### config.mk
export PLATFORM = sky130hd
export DESIGN_NAME = arcb_cfg_bank
export DESIGN_NICKNAME = d
export VERILOG_FILES = /design/src/arcb_pkg.sv /design/src/arcb_sync_gate.sv /design/src/arcb_cfg_bank.sv
export SDC_FILE = /design/constraint.sdc
export NUM_CORES = 1
export LEC_CHECK = 0
export ABC_CLOCK_PERIOD_IN_PS = 4700
export BUFFER_PORTS_ARGS = -buffer_cell sky130_fd_sc_hd__clkbuf_2
export CORE_MARGIN = 4
export CORE_UTILIZATION = 50
export CTS_BUF_LIST = sky130_fd_sc_hd__clkbuf_8
export DETAILED_ROUTE_END_ITERATION = 10
export HOLD_SLACK_MARGIN = 0.08
export PLACE_DENSITY = 0.76
export SETUP_SLACK_MARGIN = 0.15
export SKIP_LAST_GASP = 1
export SLEW_MARGIN = 20
export SYNTH_ARGS = -nofsm -noshare
export SYNTH_HDL_FRONTEND = slang
export SYNTH_HIERARCHICAL = 1
export SYNTH_SLANG_ARGS = --single-unit
### constraint.sdc
create_clock -name clk_sys -period 4.7 [get_ports clk_sys]
set_clock_uncertainty 0.1 [all_clocks]
set_input_delay 0.94 -clock clk_sys [delete_from_list [all_inputs] [get_ports clk_sys]]
set_output_delay 0.94 -clock clk_sys [all_outputs]
set_load 0.005 [all_outputs]
### src/arcb_pkg.sv
/*
  register offsets, field positions, reset values and decode codes of the
  upper converter configuration bank.
  assumes a host-side serial engine that turns frames into address/data strobes.
*/
package arcb_pkg;
  // ****************************************
  // address map
  // ****************************************
  localparam int ADDR_W = 13;
  localparam logic [12:0] OFF_REF_RANGE = 13'h0018;
  localparam logic [12:0] OFF_PAT1_LO = 13'h0019;
  localparam logic [12:0] OFF_PAT1_HI = 13'h001a;
  localparam logic [12:0] OFF_PAT2_LO = 13'h001b;
  localparam logic [12:0] OFF_PAT2_HI = 13'h001c;
  localparam logic [12:0] OFF_SIG_LO = 13'h0024;
  localparam logic [12:0] OFF_SIG_HI = 13'h0025;
  localparam logic [12:0] OFF_OVR_CTL = 13'h002a;
  localparam logic [12:0] OFF_OUT_ASSIGN = 13'h002e;
  localparam logic [12:0] OFF_SYNC_CTL = 13'h003a;
  localparam logic [12:0] OFF_TRANSFER = 13'h00ff;
  localparam logic [12:0] OFF_RATE_OVR = 13'h0100;
  localparam logic [12:0] OFF_PIN_CTL2 = 13'h0101;
  localparam logic [12:0] OFF_PIN_CTL3 = 13'h0102;
  // ****************************************
  // reset values
  // ****************************************
  localparam logic [7:0] RST_REF_RANGE = 8'h04;
  localparam logic [7:0] RST_ZERO = 8'h00;
  localparam logic [7:0] RST_SIG = 8'hff;
  localparam logic [7:0] RST_OVR_CTL = 8'h01;
  // ****************************************
  // field masks and positions
  // ****************************************
  localparam logic [7:0] MASK_REF_RANGE = 8'h07;
  localparam logic [7:0] MASK_OVR_CTL = 8'h01;
  localparam logic [7:0] MASK_OUT_ASSIGN = 8'h01;
  localparam logic [7:0] MASK_SYNC_CTL = 8'h06;
  localparam logic [7:0] MASK_RATE_OVR = 8'h7f;
  localparam logic [7:0] MASK_PIN_CTL2 = 8'h81;
  localparam logic [7:0] MASK_PIN_CTL3 = 8'h08;
  localparam int OVR_EN_BIT = 0;
  localparam int SYNC_NEXT_BIT = 2;
  localparam int SYNC_EN_BIT = 1;
  localparam int XFER_BIT = 0;
  localparam int OVRD_EN_BIT = 6;
  localparam int RES_LSB = 3;
  localparam int RATE_LSB = 0;
  localparam int OEB_EN_BIT = 7;
  localparam int SDIO_PD_BIT = 0;
  localparam int CM_PWDN_BIT = 3;
  // ****************************************
  // override decode
  // ****************************************
  localparam logic [2:0] RES_CODE_14 = 3'h2;
  localparam logic [2:0] RES_CODE_12 = 3'h4;
  localparam logic [2:0] RES_CODE_10 = 3'h6;
  localparam logic [4:0] RES_BITS_14 = 5'h0e;
  localparam logic [4:0] RES_BITS_12 = 5'h0c;
  localparam logic [4:0] RES_BITS_10 = 5'h0a;
  localparam logic [2:0] RATE_CODE_80 = 3'h3;
  localparam logic [2:0] RATE_CODE_105 = 3'h4;
  localparam logic [2:0] RATE_CODE_125 = 3'h5;
  localparam logic [7:0] RATE_MSPS_80 = 8'h50;
  localparam logic [7:0] RATE_MSPS_105 = 8'h69;
  localparam logic [7:0] RATE_MSPS_125 = 8'h7d;
  localparam logic [4:0] DEFAULT_RES_BITS = 5'h0e;
  localparam logic [7:0] DEFAULT_MSPS = 8'h7d;
endpackage

### src/arcb_sync_gate.sv
/*
  clock-divider sync gate: passes sync pulses under the enable bits.
  assumes sync_pulse is a one-cycle pulse synchronous to clk_sys.
*/
`timescale 1ns/1ns
module arcb_sync_gate
(
  input wire logic clk_sys,
  input wire logic rst_n,
  input wire logic sync_en,
  input wire logic next_only,
  input wire logic sync_pulse,
  output logic div_sync,
  output logic en_clear
);
  logic fire;

  // pending clear blocks a second pass in next-only mode
  assign fire = sync_pulse && sync_en && !en_clear;

  always_ff @(posedge clk_sys or negedge rst_n)
  begin
    if (!rst_n)
    begin
      div_sync <= 1'b0;
      en_clear <= 1'b0;
    end
    else
    begin
      div_sync <= fire;
      en_clear <= fire && next_only;
    end
  end

  property p_gate_pass;
    @(posedge clk_sys) disable iff (!rst_n)
    div_sync |-> $past(sync_pulse) && $past(sync_en);
  endproperty
  a_gate_pass: assert property (p_gate_pass) else $error("sync passed while disabled");

  property p_next_once;
    @(posedge clk_sys) disable iff (!rst_n)
    (sync_pulse && sync_en && !en_clear && next_only) |=> en_clear ##1 !div_sync;
  endproperty
  a_next_once: assert property (p_next_once) else $error("next-only sync not single");
endmodule

### src/arcb_cfg_bank.sv
/*
  upper configuration register bank: pattern, signature, overrange, sync,
  override and pin-control registers with their side effects.
  assumes the serial engine gives one-cycle read/write strobes on clk_sys.
*/
`timescale 1ns/1ns
module arcb_cfg_bank
  import arcb_pkg::*;
(
  input wire logic clk_sys,
  input wire logic arst_n,
  input wire logic cfg_wr,
  input wire logic cfg_rd,
  input wire logic [arcb_pkg::ADDR_W-1:0] cfg_addr,
  input wire logic [7:0] cfg_wdata,
  output logic [7:0] cfg_rdata_r,
  output logic cfg_rvalid_r,
  input wire logic sig_load,
  input wire logic [15:0] sig_value,
  input wire logic ovr_in,
  output logic ovr_out_r,
  output logic ovr_oe_r,
  input wire logic sync_pulse,
  output logic div_sync_r,
  output logic [2:0] ref_range_r,
  output logic [15:0] user_pat1_r,
  output logic [15:0] user_pat2_r,
  output logic out_assign_r,
  output logic [4:0] res_bits_r,
  output logic [7:0] rate_msps_r,
  output logic chip_pwdn_r,
  output logic oeb_pin_en_r,
  output logic sdio_pd_dis_r,
  output logic cm_pwdn_r
);
  import arcb_pkg::*;

  function automatic logic hit(input logic [12:0] a, input logic [12:0] off);
    hit = (a == off);
  endfunction

  // ****************************************
  // reset release
  // ****************************************
  logic rst_meta_r;
  logic rst_n;
  always_ff @(posedge clk_sys or negedge arst_n)
  begin
    if (!arst_n)
    begin
      rst_meta_r <= 1'b0;
      rst_n <= 1'b0;
    end
    else
    begin
      rst_meta_r <= 1'b1;
      rst_n <= rst_meta_r;
    end
  end

  // ****************************************
  // register storage
  // ****************************************
  logic [7:0] ref_r, p1l_r, p1h_r, p2l_r, p2h_r, ovr_ctl_r, assign_r, sync_r, rovr_r, pc2_r, pc3_r;
  logic [15:0] sig_r;
  logic [7:0] app_r;
  logic sync_clear;
  logic xfer_wr;

  assign xfer_wr = cfg_wr && hit(cfg_addr, OFF_TRANSFER) && cfg_wdata[XFER_BIT];

  always_ff @(posedge clk_sys or negedge rst_n)
  begin
    if (!rst_n)
    begin
      ref_r <= RST_REF_RANGE;
      p1l_r <= RST_ZERO;
      p1h_r <= RST_ZERO;
      p2l_r <= RST_ZERO;
      p2h_r <= RST_ZERO;
      ovr_ctl_r <= RST_OVR_CTL;
      assign_r <= RST_ZERO;
      rovr_r <= RST_ZERO;
      pc2_r <= RST_ZERO;
      pc3_r <= RST_ZERO;
    end
    else if (cfg_wr)
    begin
      // writes take effect at once, except the rate override, which is applied on transfer
      if (hit(cfg_addr, OFF_REF_RANGE)) ref_r <= cfg_wdata & MASK_REF_RANGE;
      if (hit(cfg_addr, OFF_PAT1_LO)) p1l_r <= cfg_wdata;
      if (hit(cfg_addr, OFF_PAT1_HI)) p1h_r <= cfg_wdata;
      if (hit(cfg_addr, OFF_PAT2_LO)) p2l_r <= cfg_wdata;
      if (hit(cfg_addr, OFF_PAT2_HI)) p2h_r <= cfg_wdata;
      if (hit(cfg_addr, OFF_OVR_CTL)) ovr_ctl_r <= cfg_wdata & MASK_OVR_CTL;
      if (hit(cfg_addr, OFF_OUT_ASSIGN)) assign_r <= cfg_wdata & MASK_OUT_ASSIGN;
      if (hit(cfg_addr, OFF_RATE_OVR)) rovr_r <= cfg_wdata & MASK_RATE_OVR;
      if (hit(cfg_addr, OFF_PIN_CTL2)) pc2_r <= cfg_wdata & MASK_PIN_CTL2;
      if (hit(cfg_addr, OFF_PIN_CTL3)) pc3_r <= cfg_wdata & MASK_PIN_CTL3;
    end
  end

  // sync control: host write wins over the self-clear
  always_ff @(posedge clk_sys or negedge rst_n)
  begin
    if (!rst_n)
      sync_r <= RST_ZERO;
    else if (cfg_wr && hit(cfg_addr, OFF_SYNC_CTL))
      sync_r <= cfg_wdata & MASK_SYNC_CTL;
    else if (sync_clear)
      sync_r[SYNC_EN_BIT] <= 1'b0;
  end

  // signature is loaded only by the datapath
  always_ff @(posedge clk_sys or negedge rst_n)
  begin
    if (!rst_n)
      sig_r <= {RST_SIG, RST_SIG};
    else if (sig_load)
      sig_r <= sig_value;
  end

  // override copy applied on transfer
  always_ff @(posedge clk_sys or negedge rst_n)
  begin
    if (!rst_n)
      app_r <= RST_ZERO;
    else if (xfer_wr)
      app_r <= rovr_r;
  end

  // ****************************************
  // sync gate
  // ****************************************
  arcb_sync_gate u_gate
  (
    .clk_sys(clk_sys),
    .rst_n(rst_n),
    .sync_en(sync_r[SYNC_EN_BIT]),
    .next_only(sync_r[SYNC_NEXT_BIT]),
    .sync_pulse(sync_pulse),
    .div_sync(div_sync_r),
    .en_clear(sync_clear)
  );

  // ****************************************
  // applied outputs
  // ****************************************
  logic [2:0] app_res;
  logic [2:0] app_rate;
  logic [4:0] res_nxt;
  logic [7:0] rate_nxt;
  assign app_res = app_r[RES_LSB +: 3];
  assign app_rate = app_r[RATE_LSB +: 3];

  always_comb
  begin
    res_nxt = DEFAULT_RES_BITS;
    rate_nxt = DEFAULT_MSPS;
    if (app_r[OVRD_EN_BIT])
    begin
      case (app_res)
        RES_CODE_14: res_nxt = RES_BITS_14;
        RES_CODE_12: res_nxt = RES_BITS_12;
        RES_CODE_10: res_nxt = RES_BITS_10;
        default: res_nxt = DEFAULT_RES_BITS;
      endcase
      case (app_rate)
        RATE_CODE_80: rate_nxt = RATE_MSPS_80;
        RATE_CODE_105: rate_nxt = RATE_MSPS_105;
        RATE_CODE_125: rate_nxt = RATE_MSPS_125;
        default: rate_nxt = DEFAULT_MSPS;
      endcase
    end
  end

  always_ff @(posedge clk_sys or negedge rst_n)
  begin
    if (!rst_n)
    begin
      res_bits_r <= DEFAULT_RES_BITS;
      rate_msps_r <= DEFAULT_MSPS;
      chip_pwdn_r <= 1'b0;
    end
    else
    begin
      res_bits_r <= res_nxt;
      rate_msps_r <= rate_nxt;
      chip_pwdn_r <= rate_nxt > DEFAULT_MSPS;
    end
  end

  always_ff @(posedge clk_sys or negedge rst_n)
  begin
    if (!rst_n)
    begin
      ovr_out_r <= 1'b0;
      ovr_oe_r <= 1'b0;
    end
    else
    begin
      ovr_out_r <= ovr_in && ovr_ctl_r[OVR_EN_BIT];
      ovr_oe_r <= ovr_ctl_r[OVR_EN_BIT];
    end
  end

  assign ref_range_r = ref_r[2:0];
  assign user_pat1_r = {p1h_r, p1l_r};
  assign user_pat2_r = {p2h_r, p2l_r};
  assign out_assign_r = assign_r[0];
  assign oeb_pin_en_r = pc2_r[OEB_EN_BIT];
  assign sdio_pd_dis_r = pc2_r[SDIO_PD_BIT];
  assign cm_pwdn_r = pc3_r[CM_PWDN_BIT];

  // ****************************************
  // read path
  // ****************************************
  logic [7:0] rd_nxt;
  always_comb
  begin
    rd_nxt = RST_ZERO;
    case (cfg_addr)
      OFF_REF_RANGE: rd_nxt = ref_r;
      OFF_PAT1_LO: rd_nxt = p1l_r;
      OFF_PAT1_HI: rd_nxt = p1h_r;
      OFF_PAT2_LO: rd_nxt = p2l_r;
      OFF_PAT2_HI: rd_nxt = p2h_r;
      OFF_SIG_LO: rd_nxt = sig_r[7:0];
      OFF_SIG_HI: rd_nxt = sig_r[15:8];
      OFF_OVR_CTL: rd_nxt = ovr_ctl_r;
      OFF_OUT_ASSIGN: rd_nxt = assign_r;
      OFF_SYNC_CTL: rd_nxt = sync_r;
      OFF_RATE_OVR: rd_nxt = rovr_r;
      OFF_PIN_CTL2: rd_nxt = pc2_r;
      OFF_PIN_CTL3: rd_nxt = pc3_r;
      default: rd_nxt = RST_ZERO;
    endcase
  end

  always_ff @(posedge clk_sys or negedge rst_n)
  begin
    if (!rst_n)
    begin
      cfg_rdata_r <= RST_ZERO;
      cfg_rvalid_r <= 1'b0;
    end
    else
    begin
      cfg_rvalid_r <= cfg_rd;
      if (cfg_rd)
        cfg_rdata_r <= rd_nxt;
    end
  end

  // ****************************************
  // checks
  // ****************************************
  property p_ovr_gate;
    @(posedge clk_sys) disable iff (!rst_n)
    ovr_out_r |-> $past(ovr_ctl_r[OVR_EN_BIT]) && $past(ovr_in);
  endproperty
  a_ovr_gate: assert property (p_ovr_gate) else $error("overrange driven while disabled");

  property p_sync_selfclr;
    @(posedge clk_sys) disable iff (!rst_n)
    (sync_clear && !(cfg_wr && hit(cfg_addr, OFF_SYNC_CTL))) |=> !sync_r[SYNC_EN_BIT];
  endproperty
  a_sync_selfclr: assert property (p_sync_selfclr) else $error("sync enable not cleared");

  property p_sig_ro;
    @(posedge clk_sys) disable iff (!rst_n)
    !sig_load |=> $stable(sig_r);
  endproperty
  a_sig_ro: assert property (p_sig_ro) else $error("signature changed without load");

  property p_res14;
    @(posedge clk_sys) disable iff (!rst_n)
    (app_r[OVRD_EN_BIT] && app_res == RES_CODE_14) |=> res_bits_r == RES_BITS_14;
  endproperty
  a_res14: assert property (p_res14) else $error("resolution 14 decode wrong");

  property p_rate80;
    @(posedge clk_sys) disable iff (!rst_n)
    (app_r[OVRD_EN_BIT] && app_rate == RATE_CODE_80) |=> rate_msps_r == RATE_MSPS_80 && !chip_pwdn_r;
  endproperty
  a_rate80: assert property (p_rate80) else $error("rate 80 decode wrong");

  property p_hold_override;
    @(posedge clk_sys) disable iff (!rst_n)
    !xfer_wr |=> $stable(app_r);
  endproperty
  a_hold_override: assert property (p_hold_override) else $error("override applied without transfer");

  property p_apply_override;
    @(posedge clk_sys) disable iff (!rst_n)
    xfer_wr |=> app_r == $past(rovr_r) ##1 rate_msps_r == rate_nxt;
  endproperty
  a_apply_override: assert property (p_apply_override) else $error("transfer did not apply");

  property p_upgrade_pwdn;
    @(posedge clk_sys) disable iff (!rst_n)
    chip_pwdn_r |-> $past(rate_nxt) > DEFAULT_MSPS;
  endproperty
  a_upgrade_pwdn: assert property (p_upgrade_pwdn) else $error("power-down without upgrade");
endmodule

==> flow_metrics.env <==
export IMPL_outcome="finished, final reports clean"
export IMPL_synth_edf_count=0
export IMPL_worstPathArrival_ps=3160
export IMPL_row_count=33
export IMPL_min_period_ps=3010
export IMPL_power_leakage_nw=2.44
export IMPL_relSlewSlack=0.476
export IMPL_min_period_over_period=0.640
export IMPL_cts_root_buf="clkbuf_8"
export IMPL_ys_seq_area_frac=0.542
export IMPL_dieHeight_um=101
export IMPL_syn2layout_area_growth_pct=17.2
export IMPL_ys_warn_count=6
export IMPL_synth_area_leaders="dfrtp_1 40%, mux2_2 17%, dfstp_2 14%"
export IMPL_avgSynthCellArea_um2=12.8
export IMPL_numCtsBuffers=9
export IMPL_fillCellCount=668
export IMPL_tns_ps=0
export IMPL_grt_max_degree=91
export IMPL_h_tree_depth=3
export IMPL_drt_iter0_drc=151
export IMPL_drive_above_1_share=0.509
export IMPL_core_area_mm2=0.00830
export IMPL_power_density_mw_per_mm2=292
export IMPL_rsz0062_at_grt="no"
export IMPL_synth_area_leader_cell="dfrtp_1"
export IMPL_antenna_found_initial=0
export IMPL_setup_violations_final=0
export IMPL_drcViolationCount=0
export IMPL_via_per_inst=5.76
export IMPL_track_usage=0.213
export IMPL_worst_slew_pin_slew_ps=775
export IMPL_critPathKind="in -> reg"
export IMPL_setup_worst_path_end_class="register"
export IMPL_required_ps=4850
export IMPL_clkSlewWorstSetupHoldPaths_ps=90
export IMPL_cts_setup_buffers=0
export IMPL_critPathBufInv=1
export IMPL_wl_per_cell_um=19.4
export IMPL_diodes=0
export IMPL_netlist_instances=335
export IMPL_synth_top_area_frac=0.402
export IMPL_final_nets=473
export IMPL_crit_chain="clkbuf_2, nor4bb_1, and3_1, and2_1, mux2_2"
export IMPL_ctsHoldBuffers=0
export IMPL_max_cap_violations=0
export IMPL_worst_path_largest_cell_delay_ps=640
export IMPL_final_util=0.607
export IMPL_grt_pass1_vias=3137
export IMPL_finalHoldViolations=0
export IMPL_grt_pass1_wl_um=16600
export IMPL_ir_drop_v=0.000169
export IMPL_yosys_most_used_dff="dfrtp_1"
export IMPL_slowest_stage="nor4bb_1"
export IMPL_maxSlewViolCount=0
export IMPL_gp_congestion=0.858
export IMPL_seqCellArea_mm2=0.00233
export IMPL_tritoncts="yes"
export IMPL_async_flop_share=1.00
export IMPL_cts_buffer_depth=2
export IMPL_synth_cell_types=52
export IMPL_critPathTopFamily="simple AND/OR/NAND/NOR gates"
export IMPL_multi_input_comb_area_mm2=0.00184
export IMPL_gr_total_overflow=0
export IMPL_dr_pass1_iters=4
export IMPL_synth_area_mm2=0.00430
export IMPL_critPathMaxFanout=27
export IMPL_cts_num_sinks=92
export IMPL_die_x_um=101
export IMPL_synth_seq_cells=92
export IMPL_max_freq_ghz=0.333
export IMPL_via_count=3104
export IMPL_die_area_mm2=0.0101
export IMPL_cts_repair_resized=0
export IMPL_ant_nets=0
export IMPL_io_buffers=101
export IMPL_drt_total_wl_um=10500
export IMPL_initial_utilization=0.518
export IMPL_io_pins=109
export IMPL_hold_ws_ps=221
export IMPL_startpoint_type="primary input"
export IMPL_hpwlAfterDp_um=7650
export IMPL_clkLatencyLatePin_ps=360
export IMPL_hold_path_class="reg -> async"
## area by class of cell
class	instances	share of cell area
Sequential cell	92	0.463
Multi-Input combinational cell	222	0.365
Timing Repair Buffer	102	0.106
Tap cell	105	0.0261
Clock buffer	9	0.0246
Clock inverter	7	0.0132
Inverter	2	0.00149
## metrics by stage
step | area, um2 | instances | total power, mW | setup WS [ps]
after floorplan | 4320 | 341 | 0.913 | 1890
after global placement | 4820 | 522 | 0.959 | 1480
after detailed placement | 4820 | 522 | 0.962 | 1390
after CTS | 5010 | 538 | 1.48 | 1760
after global routing | 5040 | 539 | 1.53 | 1590
final | 5040 | 539 | 1.47 | 1690
## layer usage
layer	share of wire	wire [um]	global-route usage	vias up
li1	-	-	-	1417
met5	0	0	0	-
met2	0.49	5090	0.336	104
met3	0.056	591	0.0464	17
met1	0.44	4550	0.290	1566
met4	0.023	236	0.0767	0
## state kept, by name (all words and copies together), names as in the netlist, 3 cells and up
register / count
rate_msps_r: 3
cfg_rdata_r: 8
rovr_r: 7
p1h_r: 8
p1l_r: 8
app_r: 7
sig_r: 16
ref_r: 3
p2l_r: 8
p2h_r: 8
## cell usage after synthesis, drive strengths merged, types with 3 or more instances
cell and number:
buf 16, a22oi 9, o32ai 4, nand4 4
dfstp 23, mux2 71, mux2i 13, nand3 9
a31oi 5, nor2b 6, nand4b 3, nor3 6
a21oi 4, nor4b 3, o21ai 3, clkbuf 9
nand2 18, and2 5, a22o 3, dfrtp 69
and3 4, nor4 4, nor2 16
## where the power goes
group	internal [mW]	switching [mW]
logic	0.0454	0.0646
clock network	0.244	0.276
registers	0.822	0.0175
total	1.11	0.358
## cells in the final DEF, fill, tap and decap left out, drive strengths merged, types with 2 or more instances in the layout
cell type / netlist / routed
a21oi: 4 / 4
a221oi: 2 / 2
a22o: 3 / 3
a22oi: 9 / 9
a31oi: 5 / 5
and2: 5 / 5
and3: 4 / 4
and4b: 2 / 2
clkbuf: 9 / 110
clkinv: 0 / 5
conb: 2 / 8
dfrtp: 69 / 69
dfstp: 23 / 23
inv: 2 / 3
mux2: 71 / 71
mux2i: 13 / 13
nand2: 18 / 18
nand3: 9 / 9
nand4: 4 / 4
nand4b: 3 / 3
nor2: 16 / 16
nor2b: 6 / 6
nor3: 6 / 6
nor4: 4 / 4
nor4b: 3 / 3
nor4bb: 2 / 2
o21ai: 3 / 3
o2bb2ai: 2 / 2
o311ai: 2 / 2
o32a: 2 / 2
o32ai: 4 / 4
or3: 2 / 2
## worst reg2reg max path: stages (launching register included)
cell,delay [ps]
dfstp_2,530
nor3b_1,180
a31oi_1,70
o311ai_0,300
nand3_1,150
a31oi_1,210
## final timing paths
check | slack (ps) | start | to | depth (start not counted)
min | 220 | rst_n$_DFF_PN0_ | p1h_r[4]$_DFFE_PN0P_ | 0
max in group asynchronous | 3590 | rst_n$_DFF_PN0_ | rate_msps_r[3]$_DFF_PN1_ | 1
min in group clk_sys | 260 | rst_meta_r$_DFF_PN0_ | rst_n$_DFF_PN0_ | 0
min reg2reg | 220 | rst_n$_DFF_PN0_ | p1h_r[4]$_DFFE_PN0P_ | 0
max reg2reg | 3070 | sig_r[0]$_DFFE_PN1P_ | cfg_rdata_r[0]$_DFFE_PN0P_ | 5
max | 1690 | cfg_addr[1] | p1h_r[4]$_DFFE_PN0P_ | 5
## cells by family after synthesis
kind of cell | Yosys count | synth area share
AND/OR/NAND/NOR | 89 | 0.127
other | 2 | 0.00175
multiplexers | 84 | 0.222
buffers and inverters | 27 | 0.0349
AO/OA/AOI/OAI | 41 | 0.0722
flip-flops | 92 | 0.542
(Power assumes the default switching activity.)
